$ cat src/include/nv_write_pkg.sv
// Notes on behaviour
// - MOVX write with address starts flash write
// - Flash write accepted only with flash enable
// - Flash byte programming stalls CPU throughout
// - Peripherals keep running while CPU stalls
// - Interrupts stay pending; serviced after write
// - Flash reads via MOVX/MOVC, no wait
// - Key sets unlock flag, other clears
// - Command register bit 0 reads unlock flag
// - Enable keys set flags, others clear both
// - Enable register bit 7 reads flash enable
// - Enable register bit 5 reads EEPROM enable
// - Timeout flag set on timeout, cleared disabled
// - Select field: off, 1, 3.9, 7.8 ms
// - EEPROM 128 bytes at even addresses only
// - EEPROM byte write stalls CPU about 1 ms
// - EEPROM shares timeout watchdog and flag
// - EEPROM read returns after 300 ns
// - Main range writes need unlock flag set
// - Byte programming needs no page erase
package nv_write_pkg;

  // Special function register addresses
  localparam logic [7:0] SOFTWARE_COMMAND_ADDR = 8'h97;
  localparam logic [7:0] WREN_ADDR  = 8'hC9;
  localparam logic [7:0] AUXILIARY_CONTROL_TWO_ADDR  = 8'hF7;

  // Key values
  localparam logic [7:0] UNLOCK_KEY    = 8'h65;
  localparam logic [7:0] FLASH_WE_KEY  = 8'h47;
  localparam logic [7:0] EEPROM_WE_KEY = 8'hE2;

  // Field positions
  localparam int WREN_FLASH_BIT  = 7;
  localparam int WREN_TO_BIT     = 6;
  localparam int WREN_EE_BIT     = 5;
  localparam int SOFTWARE_COMMAND_WATCHDOG_TIMEOUT_FLAG_BIT  = 1;
  localparam int SOFTWARE_COMMAND_UNLK_BIT  = 0;
  localparam int AUXILIARY_CONTROL_TWO_SEL_LSB    = 1;

  // Reset values
  localparam logic [7:0] AUXILIARY_CONTROL_TWO_RESET = 8'h06;

  // Address map
  localparam logic [15:0] FLASH_LAST     = 16'h3FFE;
  localparam logic [15:0] FLASH_MAIN_END = 16'h3EFF;
  localparam logic [15:0] FLASH_FREE_END = 16'h3FF7;
  localparam logic [7:0]  EE_PAGE        = 8'hEE;

  // Timing
  localparam int CLK_PERIOD_NS = 40;
  localparam int NS_PER_US     = 1000;
  localparam int CYC_PER_US    = NS_PER_US / CLK_PERIOD_NS;
  localparam int EE_READ_NS    = 300;
  localparam int EE_READ_CYC   = (EE_READ_NS + CLK_PERIOD_NS - 1) / CLK_PERIOD_NS;
  localparam int TO_SEL1_US    = 1000;
  localparam int TO_SEL2_US    = 3900;
  localparam int TO_SEL3_US    = 7800;
  localparam int EE_PROG_US    = 1000;

  // Controller states
  typedef enum logic [1:0] {ST_IDLE, ST_FPROG, ST_EPROG, ST_EREAD} nv_state_t;

endpackage : nv_write_pkg

$ cat src/rtl/nv_write_timer.sv
`timescale 1ns/100ps
module nv_write_timer
  import nv_write_pkg::*;
#(
  parameter int TO1_US  = TO_SEL1_US,
  parameter int TO2_US  = TO_SEL2_US,
  parameter int TO3_US  = TO_SEL3_US,
  parameter int PROG_US = EE_PROG_US
)(
  input  wire logic       clk,        // System clock
  input  wire logic       rst_n,      // Synchronised reset
  input  wire logic       run,        // Write in progress
  input  wire logic [1:0] sel,        // Timeout select
  output logic            prog_done,  // Programming time elapsed
  output logic            timeout     // Watchdog fired
);
  import nv_write_pkg::*;

  logic [4:0]  div_q;
  logic        tick;
  logic [12:0] us_q;
  logic [12:0] limit;

  // Microsecond enable divider
  always_ff @(posedge clk or negedge rst_n)
  begin
    if (!rst_n)
      div_q <= 5'h00;
    else if (!run || tick)
      div_q <= 5'h00;
    else
      div_q <= div_q + 5'h01;
  end
  assign tick = run && (div_q == 5'(CYC_PER_US - 1));

  // Elapsed microseconds of the current write
  always_ff @(posedge clk or negedge rst_n)
  begin
    if (!rst_n)
      us_q <= 13'h0000;
    else if (!run)
      us_q <= 13'h0000;
    else if (tick)
      us_q <= us_q + 13'h0001;
  end

  // Timeout limit per select code
  always_comb
  begin
    unique case (sel)
      2'b01:   limit = 13'(TO1_US);
      2'b10:   limit = 13'(TO2_US);
      2'b11:   limit = 13'(TO3_US);
      default: limit = 13'h0000;
    endcase
  end

  assign prog_done = run && (us_q >= 13'(PROG_US));
  assign timeout   = run && (sel != 2'b00) && (us_q >= limit);

endmodule : nv_write_timer

$ cat src/rtl/nv_write_ctrl.sv
`timescale 1ns/100ps
module nv_write_ctrl
  import nv_write_pkg::*;
#(
  parameter int TO1_US  = TO_SEL1_US,  // Timeout code 01, microseconds
  parameter int TO2_US  = TO_SEL2_US,  // Timeout code 10, microseconds
  parameter int TO3_US  = TO_SEL3_US,  // Timeout code 11, microseconds
  parameter int PROG_US = EE_PROG_US   // EEPROM byte programming time
)(
  input  wire logic        core_clk,           // System clock, 25 MHz
  input  wire logic        resetn,             // Asynchronous reset, active low
  // Special function register port
  input  wire logic [7:0]  sfr_addr,           // Register address
  input  wire logic [7:0]  sfr_wdata,          // Write data
  input  wire logic        sfr_we,             // Write strobe
  input  wire logic        sfr_re,             // Read strobe
  output logic      [7:0]  sfr_rdata,          // Read data, one cycle later
  input  wire logic        watchdog_timeout_flag, // System watchdog flag
  // External data (MOVX) port
  input  wire logic [15:0] x_addr,             // DPTR value
  input  wire logic [7:0]  x_wdata,            // ACC value
  input  wire logic        x_we,               // MOVX write strobe
  input  wire logic        x_re,               // MOVX read strobe
  output logic      [7:0]  x_rdata,            // MOVX read data
  output logic             x_rvalid,           // MOVX read data valid
  // Code (MOVC) port
  input  wire logic        code_re,            // MOVC read strobe
  output logic      [7:0]  code_rdata,         // MOVC read data
  output logic             code_rvalid,        // MOVC read data valid
  // CPU stall
  output logic             cpu_wait,           // Holds the CPU core only
  // Flash array
  input  wire logic [7:0]  flash_rdata,        // Array read data at x/code address
  input  wire logic        flash_prog_ready,   // Array finished programming
  output logic             flash_prog,         // Byte programming request
  output logic      [13:0] flash_prog_addr,    // Byte address
  output logic      [7:0]  flash_prog_data,    // Byte value
  // Status
  output logic             whole_flash_unlock, // Protected sectors open
  output logic      [7:0]  auxiliary_control_two // Auxiliary register value
);
  import nv_write_pkg::*;

  ////////////////////////////////////////////////////////////////////////////
  // Address decode helpers

  // Flash address writable given the unlock state
  function automatic logic flash_writable(input logic [15:0] a, input logic unlk);
    logic ok;
    ok = 1'b0;
    if (a <= FLASH_MAIN_END)
      ok = unlk;
    else if (a <= FLASH_FREE_END)
      ok = 1'b1;
    else if (a <= FLASH_LAST)
      ok = unlk;
    return ok;
  endfunction : flash_writable

  // Valid EEPROM location: even byte on its page
  function automatic logic ee_hit(input logic [15:0] a);
    return (a[15:8] == EE_PAGE) && !a[0];
  endfunction : ee_hit

  ////////////////////////////////////////////////////////////////////////////
  // Reset synchroniser

  logic rst_meta_q;
  logic rst_n;

  // Two-stage release of reset
  always_ff @(posedge core_clk or negedge resetn)
  begin
    if (!resetn)
    begin
      rst_meta_q <= 1'b0;
      rst_n      <= 1'b0;
    end
    else
    begin
      rst_meta_q <= 1'b1;
      rst_n      <= rst_meta_q;
    end
  end

  ////////////////////////////////////////////////////////////////////////////
  // Declarations

  nv_state_t   state_q;
  logic        unlock_q;
  logic        flash_we_q;
  logic        ee_we_q;
  logic        timeout_q;
  logic        last_ee_q;
  logic [7:0]  auxiliary_control_two_q;
  logic [7:0]  sfr_rdata_q;
  logic [7:0]  x_rdata_q;
  logic        x_rvalid_q;
  logic [7:0]  code_rdata_q;
  logic        code_rvalid_q;
  logic        wait_q;
  logic        prog_q;
  logic [13:0] prog_addr_q;
  logic [7:0]  prog_data_q;
  logic [6:0]  ee_idx_q;
  logic [7:0]  ee_wdata_q;
  logic [3:0]  rd_cnt_q;
  logic [7:0]  ee_mem_q [128];
  logic        run;
  logic        ee_done;
  logic        to_fire;
  logic        start_flash;
  logic        start_ee_wr;
  logic        start_ee_rd;
  logic        flash_rd;
  logic        sfr_wr_software_command;
  logic        sfr_wr_wren;
  logic        to_clear;

  ////////////////////////////////////////////////////////////////////////////
  // Request qualification

  assign sfr_wr_software_command = sfr_we && (sfr_addr == SOFTWARE_COMMAND_ADDR);
  assign sfr_wr_wren  = sfr_we && (sfr_addr == WREN_ADDR);

  // Writes are taken only while idle and enabled
  assign start_flash = (state_q == ST_IDLE) && x_we && flash_we_q
                       && flash_writable(x_addr, unlock_q);
  assign start_ee_wr = (state_q == ST_IDLE) && x_we && ee_we_q
                       && ee_hit(x_addr);
  assign start_ee_rd = (state_q == ST_IDLE) && x_re && ee_hit(x_addr);
  assign flash_rd    = (state_q == ST_IDLE) && x_re && (x_addr <= FLASH_LAST);

  assign run = (state_q == ST_FPROG) || (state_q == ST_EPROG);

  ////////////////////////////////////////////////////////////////////////////
  // Programming time and watchdog

  nv_write_timer #(
    .TO1_US  (TO1_US),
    .TO2_US  (TO2_US),
    .TO3_US  (TO3_US),
    .PROG_US (PROG_US)
  ) u_timer (
    .clk       (core_clk),
    .rst_n     (rst_n),
    .run       (run),
    .sel       (auxiliary_control_two_q[AUXILIARY_CONTROL_TWO_SEL_LSB +: 2]),
    .prog_done (ee_done),
    .timeout   (to_fire)
  );

  ////////////////////////////////////////////////////////////////////////////
  // Controller state machine

  always_ff @(posedge core_clk or negedge rst_n)
  begin
    if (!rst_n)
      state_q <= ST_IDLE;
    else
    begin
      unique case (state_q)
        ST_IDLE:
        begin
          if (start_flash)
            state_q <= ST_FPROG;
          else if (start_ee_wr)
            state_q <= ST_EPROG;
          else if (start_ee_rd)
            state_q <= ST_EREAD;
        end
        ST_FPROG:
        begin
          if (to_fire || flash_prog_ready)
            state_q <= ST_IDLE;
        end
        ST_EPROG:
        begin
          if (to_fire || ee_done)
            state_q <= ST_IDLE;
        end
        ST_EREAD:
        begin
          if (rd_cnt_q == 4'(EE_READ_CYC - 1))
            state_q <= ST_IDLE;
        end
      endcase
    end
  end

  // CPU stall: only the core waits, the rest of the chip keeps its clock
  always_ff @(posedge core_clk or negedge rst_n)
  begin
    if (!rst_n)
      wait_q <= 1'b0;
    else if (start_flash || start_ee_wr || start_ee_rd)
      wait_q <= 1'b1;
    else if ((state_q == ST_FPROG) && (to_fire || flash_prog_ready))
      wait_q <= 1'b0;
    else if ((state_q == ST_EPROG) && (to_fire || ee_done))
      wait_q <= 1'b0;
    else if ((state_q == ST_EREAD) && (rd_cnt_q == 4'(EE_READ_CYC - 1)))
      wait_q <= 1'b0;
  end

  ////////////////////////////////////////////////////////////////////////////
  // Flash programming request

  always_ff @(posedge core_clk or negedge rst_n)
  begin
    if (!rst_n)
    begin
      prog_q      <= 1'b0;
      prog_addr_q <= 14'h0000;
      prog_data_q <= 8'h00;
    end
    else if (start_flash)
    begin
      prog_q      <= 1'b1;
      prog_addr_q <= x_addr[13:0];
      prog_data_q <= x_wdata;
    end
    else if ((state_q == ST_FPROG) && (to_fire || flash_prog_ready))
      prog_q <= 1'b0;
  end

  ////////////////////////////////////////////////////////////////////////////
  // EEPROM storage

  // Latch target of an EEPROM access
  always_ff @(posedge core_clk or negedge rst_n)
  begin
    if (!rst_n)
    begin
      ee_idx_q   <= 7'h00;
      ee_wdata_q <= 8'h00;
    end
    else if (start_ee_wr || start_ee_rd)
    begin
      ee_idx_q   <= x_addr[7:1];
      ee_wdata_q <= x_wdata;
    end
  end

  // Byte commits at the end of its programming time, not on timeout
  always_ff @(posedge core_clk or negedge rst_n)
  begin
    if (!rst_n)
    begin
      for (int i = 0; i < 128; i++)
        ee_mem_q[i] <= 8'h00;
    end
    else if ((state_q == ST_EPROG) && ee_done && !to_fire)
      ee_mem_q[ee_idx_q] <= ee_wdata_q;
  end

  // Access time counter for EEPROM reads
  always_ff @(posedge core_clk or negedge rst_n)
  begin
    if (!rst_n)
      rd_cnt_q <= 4'h0;
    else if (state_q == ST_EREAD)
      rd_cnt_q <= rd_cnt_q + 4'h1;
    else
      rd_cnt_q <= 4'h0;
  end

  ////////////////////////////////////////////////////////////////////////////
  // Read paths

  // MOVX read data: flash at once, EEPROM after access time
  always_ff @(posedge core_clk or negedge rst_n)
  begin
    if (!rst_n)
    begin
      x_rdata_q  <= 8'h00;
      x_rvalid_q <= 1'b0;
    end
    else if (flash_rd)
    begin
      x_rdata_q  <= flash_rdata;
      x_rvalid_q <= 1'b1;
    end
    else if ((state_q == ST_EREAD) && (rd_cnt_q == 4'(EE_READ_CYC - 1)))
    begin
      x_rdata_q  <= ee_mem_q[ee_idx_q];
      x_rvalid_q <= 1'b1;
    end
    else
      x_rvalid_q <= 1'b0;
  end

  // MOVC read data, never stalled
  always_ff @(posedge core_clk or negedge rst_n)
  begin
    if (!rst_n)
    begin
      code_rdata_q  <= 8'h00;
      code_rvalid_q <= 1'b0;
    end
    else
    begin
      code_rvalid_q <= code_re;
      if (code_re)
        code_rdata_q <= flash_rdata;
    end
  end

  ////////////////////////////////////////////////////////////////////////////
  // Control registers

  // Whole-flash unlock key
  always_ff @(posedge core_clk or negedge rst_n)
  begin
    if (!rst_n)
      unlock_q <= 1'b0;
    else if (sfr_wr_software_command)
      unlock_q <= (sfr_wdata == UNLOCK_KEY);
  end

  // Write enable keys
  always_ff @(posedge core_clk or negedge rst_n)
  begin
    if (!rst_n)
    begin
      flash_we_q <= 1'b0;
      ee_we_q    <= 1'b0;
    end
    else if (sfr_wr_wren)
    begin
      flash_we_q <= (sfr_wdata == FLASH_WE_KEY);
      ee_we_q    <= (sfr_wdata == EEPROM_WE_KEY);
    end
  end

  // Kind of the most recent write, selects which enable clears the flag
  always_ff @(posedge core_clk or negedge rst_n)
  begin
    if (!rst_n)
      last_ee_q <= 1'b0;
    else if (start_flash)
      last_ee_q <= 1'b0;
    else if (start_ee_wr)
      last_ee_q <= 1'b1;
  end

  assign to_clear = last_ee_q ? !ee_we_q : !flash_we_q;

  // Timeout flag: set wins over clear
  always_ff @(posedge core_clk or negedge rst_n)
  begin
    if (!rst_n)
      timeout_q <= 1'b0;
    else if (to_fire)
      timeout_q <= 1'b1;
    else if (to_clear)
      timeout_q <= 1'b0;
  end

  // Auxiliary control register
  always_ff @(posedge core_clk or negedge rst_n)
  begin
    if (!rst_n)
      auxiliary_control_two_q <= AUXILIARY_CONTROL_TWO_RESET;
    else if (sfr_we && (sfr_addr == AUXILIARY_CONTROL_TWO_ADDR))
      auxiliary_control_two_q <= sfr_wdata;
  end

  // Register read-back
  always_ff @(posedge core_clk or negedge rst_n)
  begin
    if (!rst_n)
      sfr_rdata_q <= 8'h00;
    else if (sfr_re)
    begin
      sfr_rdata_q <= 8'h00;
      unique case (sfr_addr)
        SOFTWARE_COMMAND_ADDR:
        begin
          sfr_rdata_q[SOFTWARE_COMMAND_UNLK_BIT] <= unlock_q;
          sfr_rdata_q[SOFTWARE_COMMAND_WATCHDOG_TIMEOUT_FLAG_BIT] <= watchdog_timeout_flag;
        end
        WREN_ADDR:
        begin
          sfr_rdata_q[WREN_FLASH_BIT] <= flash_we_q;
          sfr_rdata_q[WREN_TO_BIT]    <= timeout_q;
          sfr_rdata_q[WREN_EE_BIT]    <= ee_we_q;
        end
        AUXILIARY_CONTROL_TWO_ADDR:
          sfr_rdata_q <= auxiliary_control_two_q;
        default:
          sfr_rdata_q <= 8'h00;
      endcase
    end
  end

  ////////////////////////////////////////////////////////////////////////////
  // Outputs

  assign sfr_rdata             = sfr_rdata_q;
  assign x_rdata               = x_rdata_q;
  assign x_rvalid              = x_rvalid_q;
  assign code_rdata            = code_rdata_q;
  assign code_rvalid           = code_rvalid_q;
  assign cpu_wait              = wait_q;
  assign flash_prog            = prog_q;
  assign flash_prog_addr       = prog_addr_q;
  assign flash_prog_data       = prog_data_q;
  assign whole_flash_unlock    = unlock_q;
  assign auxiliary_control_two = auxiliary_control_two_q;

endmodule : nv_write_ctrl

$ cat config.mk
export PLATFORM = sky130hd
export DESIGN_NAME = nv_write_ctrl
export DESIGN_NICKNAME = d
export VERILOG_FILES = /design/src/include/nv_write_pkg.sv /design/src/rtl/nv_write_timer.sv /design/src/rtl/nv_write_ctrl.sv
export SDC_FILE = /design/constraint.sdc
export NUM_CORES = 2
export LEC_CHECK = 0
export ABC_AREA = 1
export BUFFER_PORTS_ARGS = -buffer_cell sky130_fd_sc_hd__buf_4
export CELL_PAD_IN_SITES_DETAIL_PLACEMENT = 2
export CELL_PAD_IN_SITES_GLOBAL_PLACEMENT = 2
export CORE_ASPECT_RATIO = 1.2
export CORE_MARGIN = 2
export CORE_UTILIZATION = 41
export CTS_CLUSTER_DIAMETER = 40
export DETAILED_ROUTE_END_ITERATION = 8
export GPL_TIMING_DRIVEN = 0
export PLACE_DENSITY = 0.83
export SYNTH_ARGS = -nofsm -noshare
export SYNTH_HDL_FRONTEND = slang
export SYNTH_SLANG_ARGS = --single-unit
$ cat constraint.sdc
create_clock -name core_clk -period 61.9 [get_ports core_clk]
set_input_delay 18.57 -clock core_clk [delete_from_list [all_inputs] [get_ports core_clk]]
set_output_delay 18.57 -clock core_clk [all_outputs]
set_load 0.03 [all_outputs]
Yosys cells after proc, flatten, opt, wreduce, memory -nomap -nowiden

Index checks and enable logic that the tools add are counted.

Register bits after elaboration: 1,128
Latch bits: 0
Bits in writable memories: 0
ROM bits: 0
Input port bits: 57
Output and inout bits: 59
Word-level logic and storage cells: 263
Memories kept: 0

Add/subtract/negate cells: 3
Multiply operators: 0
Div/mod/pow operators: 0
$lt $le $gt $ge: 7
Equal/unequal tests: 20
Shift-type cells: 0
Muxes and demuxes: 39
Bitwise logic cells: 1
Reductions and logical operators: 42

Operators with widths:

| cell                                                                                   | count |
|---|---|
| 1024-bit bitwise mux                                                                   | 1 |
| 8-bit binary-select mux with 7-bit select                                              | 1 |
| 8-bit demux with 7-bit select                                                          | 1 |
| 16-bit by 14-bit <= comparator with 1-bit output (second input constant)               | 3 |
| 8-bit == test (second input constant)                                                  | 5 |
| 8-bit two-way mux                                                                      | 5 |
| 13-bit one-hot mux with 3 select lines                                                 | 1 |
| 13-bit two-way mux                                                                     | 2 |
| 1-bit logical AND                                                                      | 22 |
| 8-bit by 7-bit == test with 1-bit output (second input constant)                       | 2 |
| 1-bit two-way mux                                                                      | 16 |
| 13-bit by 1-bit adder with 13-bit output (second input constant)                       | 1 |
| 13-bit by 10-bit greater-or-equal comparator with 1-bit output (second input constant) | 1 |
| 13-bit greater-or-equal comparator                                                     | 1 |
| 2-bit two-way mux                                                                      | 6 |
| 2-bit nonzero test                                                                     | 5 |
| 2-bit == test (second input constant)                                                  | 4 |
| 8-bit greater-or-equal comparator (second input constant)                              | 1 |
| 8-bit by 1-bit less-than comparator with 1-bit output (second input constant)          | 1 |
| 7-bit NOT with 8-bit output                                                            | 1 |
| 2-bit one-hot mux with 4 select lines                                                  | 1 |
| 1-bit logical OR                                                                       | 7 |
| 2-bit by 1-bit != test with 1-bit output (second input constant)                       | 3 |
| 3-bit one-hot mux with 2 select lines                                                  | 1 |
| other kinds (15)                                                                       | 20 |

Longest topological paths before layout

Depth in word-level cells: 9
Depth in mapped cells: 19
Depth with buffers taken out: 17

By module

Synthesis repeated with hierarchy kept, for this count alone.

Cell total of the unflattened synthesis: 7,182
Area total of the unflattened synthesis: 54,234.5 um^2

By module, submodules not included:

| module         | instances | cells each | area an instance (um^2) | sequential area each (um^2) |
|---|---|---|---|---|
| nv_write_ctrl  | 1         | 6,986      | 52,796.9                | 27,779.1 |
| nv_write_timer | 1         | 196        | 1,437.6                 | 450.4 |

Worst setup path after synthesis

OpenSTA, ideal clock, no wires.

Path type: in2reg
Start point: input port x_addr[0]
End point: register x_rdata_q[1] (netlist: x_rdata[1])
Library setup time: 0.066 ns
Data arrival time: 19.892 ns
Required time: 61.834 ns
Slack: 41.941 ns
Stages: 8
Path buffers: 1
Path through: inv_1 -> nor3_1 -> nand2_1 -> or3_1 -> clkbuf_1 -> a21oi_1 -> o21ai_0 -> nand2_1

Word-level cells in the longest chain between the ends: 3
Elaborated cells between the ends (all ways): 4
Those cells by class: 1 x order compare; 1 x mux; 2 x reduce/logical

RTL lines:

| item                                                    | line                 | text |
|---|---|---|
| start: declaration                                      | nv_write_ctrl.sv:20  | `input wire logic [15:0] x_addr,` |
| 16-bit by 14-bit <= comparator with 1-bit output *      | nv_write_ctrl.sv:132 | `assign flash_rd = (state_q == ST_IDLE) && x_re && (x_addr <= FLASH_LAST);` |
| 1-bit logical AND *                                     | nv_write_ctrl.sv:132 |  |
| 8-bit two-way mux or 2-bit nonzero test (tied branches) | -                    |  |
| end signal: assignment                                  | nv_write_ctrl.sv:281 | `x_rdata_q <= flash_rdata;` |
| end signal: assignment                                  | nv_write_ctrl.sv:286 | `x_rdata_q <= ee_mem_q[ee_idx_q];` |
| end: declaration                                        | nv_write_ctrl.sv:97  | `logic [7:0] x_rdata_q;` |

Mark *: on every way between the ends. The rest lies on a longest branch, timed or not.
A chain may end at the register's enable or synchronous reset.

Worst setup path in the final report

Start point: input port x_addr[11]
End point: register x_rdata_q[1] (netlist: x_rdata[1])

The elaborated chain is that of the path after synthesis.

==> results by group <==
Outcome
  • Outcome: finished with violations
  • Failing checks: capacitance limit, slew limit

Placement
  • Post-DP HPWL: 208,000 µm
  • Port bufs: roughly 110
  • Placed insts: between 9,000 and 10,000
  • GP Congestion: approximately 0.99

Die
  • Core footprint: between 100,000 and 150,000 µm²
  • Initial core utilization: approximately two fifths
  • IO Pins: ~120
  • Rows: between 100 and 150
  • Die H: just over 400 µm
  • Die Wd: approximately 340 µm
  • Area of the die: 137,000 µm²

Logic synthesis
  • Mean Syn Cell Area: slightly below 8 µm²
  • Sequential area share after synthesis: around half
  • Largest area contributor in the netlist: dfrtp_1
  • Post-synthesis cell type count: 46
  • Synth top area share: between 50% and 60%
  • Syn nets: a little over 7,000
  • Synth Instances: 7,090
  • Asr flop ratio synth: 100%
  • EDFF count, synth: 0
  • Syn Std Cell Area: around 55,000 µm²
  • Dominant synthesized flop cell: dfrtp_1
  • Synth area leaders: dfrtp_1 51%, nand2_1 16%, inv_1 6.1%
  • Ys Warns: 0
  • Yosys reg bits: 1,128

Route
  • DR iter-0 viols: 5,309
  • Drt total wl: around 310,000 µm
  • Vias per std cell: 6.00
  • DR WL/cell: approximately 34 µm
  • Final ANT Viol Nets: 0
  • DR vias: 56,218
  • DRT Pass-1 Iters: 6
  • DRC: 0

Clocking
  • # hold bufs at CTS: 0
  • Gates resized, CTS repair: 0
  • CTS Buf Count: about 180
  • Clock-pin transition on the worst setup and hold timing paths: around 0.07 ns
  • TritonCTS clock tree: built
  • Worst-Skew Late Latency: ~0.85 ns
  • Sink Count: 1,128
  • Postcts setup bufs: 0
  • CTS H-Tree Depth: 4
  • CTS Root Buffer Type: clkbuf_16
  • Max clock buf depth: 3

GRT
  • Largest net degree at the start of global routing: 68
  • Vias in the first global route: 61,415
  • Total GRT Usage: 45.7%
  • Grt ovf: 0
  • Initial antenna violation count: 40
  • First-pass GRT wire length: between 400,000 and 500,000 µm

Timing
  • RSZ-0062 raised after global routing: false
  • Slew headroom: -17.8%
  • Skew final: 0.0377 ns
  • Hold Worst Slack: roughly 0.35 ns
  • Fin. max-slew vios: 170
  • Final worst path period need: slightly above 20 ns
  • Final-report setup violation count: 0
  • Post-Route Setup TNS: 0 ns
  • Worst slew pin tran: approximately 1.8 ns
  • Hold Vio Cnt, Final: 0
  • Fmax: just under 0.05 GHz
  • Period utilization: 33.5%

Power and ir drop
  • Leak pwr: between 30 and 40 nW
  • Pwr Density: approximately 30 nW/µm²
  • Maximum vdd drop: between 20 and 30 µV

Worst hold path
  • Worst hold-check path type: flop to asynchronous set/reset pin

Layout
  • Fill cells: around 15,000
  • P&R area growth vs syn: 18.3%
  • Final core occ: 48.7%
  • Share of cells above drive strength 1: 11.4%
  • Final-stage net count: about 7,500
  • Biggest register: ee_mem_q
  • Largest register FFs: 1,024
  • Final Non-Filler Cells: ~9,400

Worst setup path
  • Kind of critical path: primary input to flop
  • CP endpoint kind: flop
  • Worst r2r src: ee_idx_q[0]$_DFFE_PN0P_
  • Reg-to-reg setup timing slack: roughly 57 ns
  • R2R cell count: 13
  • FF-to-FF End: x_rdata[1]$_DFFE_PN0P_
  • Worst EP required: around 63 ns
  • Critical Path Start Type: primary input
  • Data arrival time of the critical path: 21.48 ns
  • CP max FO: 10

Flow run
  • Max_cap viols: 18
==> final cells by class <==
type	instances	area, µm²	share of cell area (%)
clock buffer	216	4800	7.37
sequential	1128	28200	43.4
multi-input combinational	4627	21100	32.4
buffer	444	2360	3.62
timing repair buffer	140	1490	2.30
clock inverter	109	1410	2.17
tap	1788	2240	3.44
antenna	23	57.6	0.0885
inverter	891	3350	5.15
==> cells in the mapped netlist, types with 2 or more instances <==
cell type and n:
nor2_2 9, nand3_1 453, nand2_2 6, buf_6 64
xor2_1 2, nor3_1 15, o21ai_1 603, a21oi_1 19
o21ai_0 629, a21boi_0 2, nand2_4 65, o21bai_1 2
o211ai_1 46, ha_1 24, o21ai_2 5, clkbuf_1 267
nand2_1 2331, o21a_1 5, buf_2 87, mux2_2 14
nor2_1 255, or2_2 96, dfstp_2 2, inv_2 2
a31oi_1 3, nor2_4 3, o22ai_1 7, buf_4 10
nor2_8 8, inv_1 887, dfrtp_1 1126, nor4_1 2
nand4_1 13, buf_1 15, xnor2_1 2
==> logic make-up (layout without fill, tap and decap cells) <==
| kind of cell | Yosys count | in the layout | share of synthesized area (%) |
|---|---|---|---|
| AOI/OAI and AO/OA | 1326 | 1326 | 12.4 |
| buffers and inverters | 1335 | 1800 | 10.3 |
| xor gates and xnor gates | 4 | 4 | 0.0637 |
| adders and majority gates | 24 | 24 | 0.546 |
| and+or+nand+nor | 3258 | 3258 | 25.1 |
| other | 1 | 24 | 0.00682 |
| muxes | 14 | 14 | 0.287 |
| DFF | 1128 | 1128 | 51.3 |
==> routing by layer <==
layer / track usage, % / wire length [µm] / vias up
met3: 13.0 / 30200 / 1173
met2: 69.6 / 138000 / 3075
met5: 0 / 100 / -
met4: 38.7 / 31000 / 14
li1: - / - / 22874
met1: 53.3 / 116000 / 29082
==> per-stage QoR <==
| step | power, mW | instance area, µm² | setup slack [ns] |
|---|---|---|---|
| global route | 2.04 | 65000 | 41.17 |
| detailed placement | 0.926 | 58700 | 40.57 |
| global placement | 0.919 | 58100 | 12.29 |
| finish | 2.01 | 65000 | 41.19 |
| CTS | 2.00 | 64900 | 41.35 |
| floorplan | 0.839 | 55000 | 28.13 |
==> report_power, final <==
part           total [mW]  switching (mW)  internal (mW)
Sequential          0.750         0.00652          0.744
Combinational       0.175           0.140         0.0349
Clock                1.08           0.417          0.666
==> layout by cell type, fill, tap and decap left out, types with 23 or more instances in the layout <==
| cell type | n |
|---|---|
| ha_1 | 24 |
| nand2_4 | 65 |
| nand3_1 | 453 |
| clkbuf_2 | 31 |
| nand2_1 | 2331 |
| clkinv_2 | 25 |
| o21ai_1 | 603 |
| buf_2 | 93 |
| clkbuf_1 | 254 |
| dfrtp_1 | 1125 |
| bufinv_16 | 27 |
| clkbuf_16 | 177 |
| diode_2 | 23 |
| o21ai_0 | 629 |
| nor2_1 | 255 |
| buf_4 | 124 |
| buf_6 | 64 |
| or2_2 | 96 |
| o211ai_1 | 46 |
| inv_1 | 887 |
==> worst max path at each step <==
| stage | from | end | slack, ns | depth (start not counted) |
|---|---|---|---|---|
| 6_report | x_addr[11] | x_rdata[1]$_DFFE_PN0P_ | 41.19 | 9 |
| 2_1_floorplan | rst_n$_DFF_PN0_ | auxiliary_control_two[0]$_DFFE_PN0P_ | 28.13 | 0 |
| 3_5_place_dp | x_addr[0] | x_rdata[1]$_DFFE_PN0P_ | 40.57 | 9 |
| 5_1_grt | x_addr[11] | x_rdata[5]$_DFFE_PN0P_ | 41.17 | 9 |
| 3_3_place_gp | rst_n$_DFF_PN0_ | ee_mem_q[152]$_DFFE_PN0P_ | 12.29 | 0 |
| 4_1_cts | x_addr[11] | x_rdata[5]$_DFFE_PN0P_ | 41.35 | 9 |
==> critical path: stages <==
cell      delay, ns
buf_4          0.09
nand3_1        0.14
nor2_1         0.22
nand2_1        0.17
or3_1          0.34
clkbuf_1       0.28
a21oi_1        0.92
o21ai_0        0.56
nand2_1        0.18
Power figures use the tool's default switching activity.
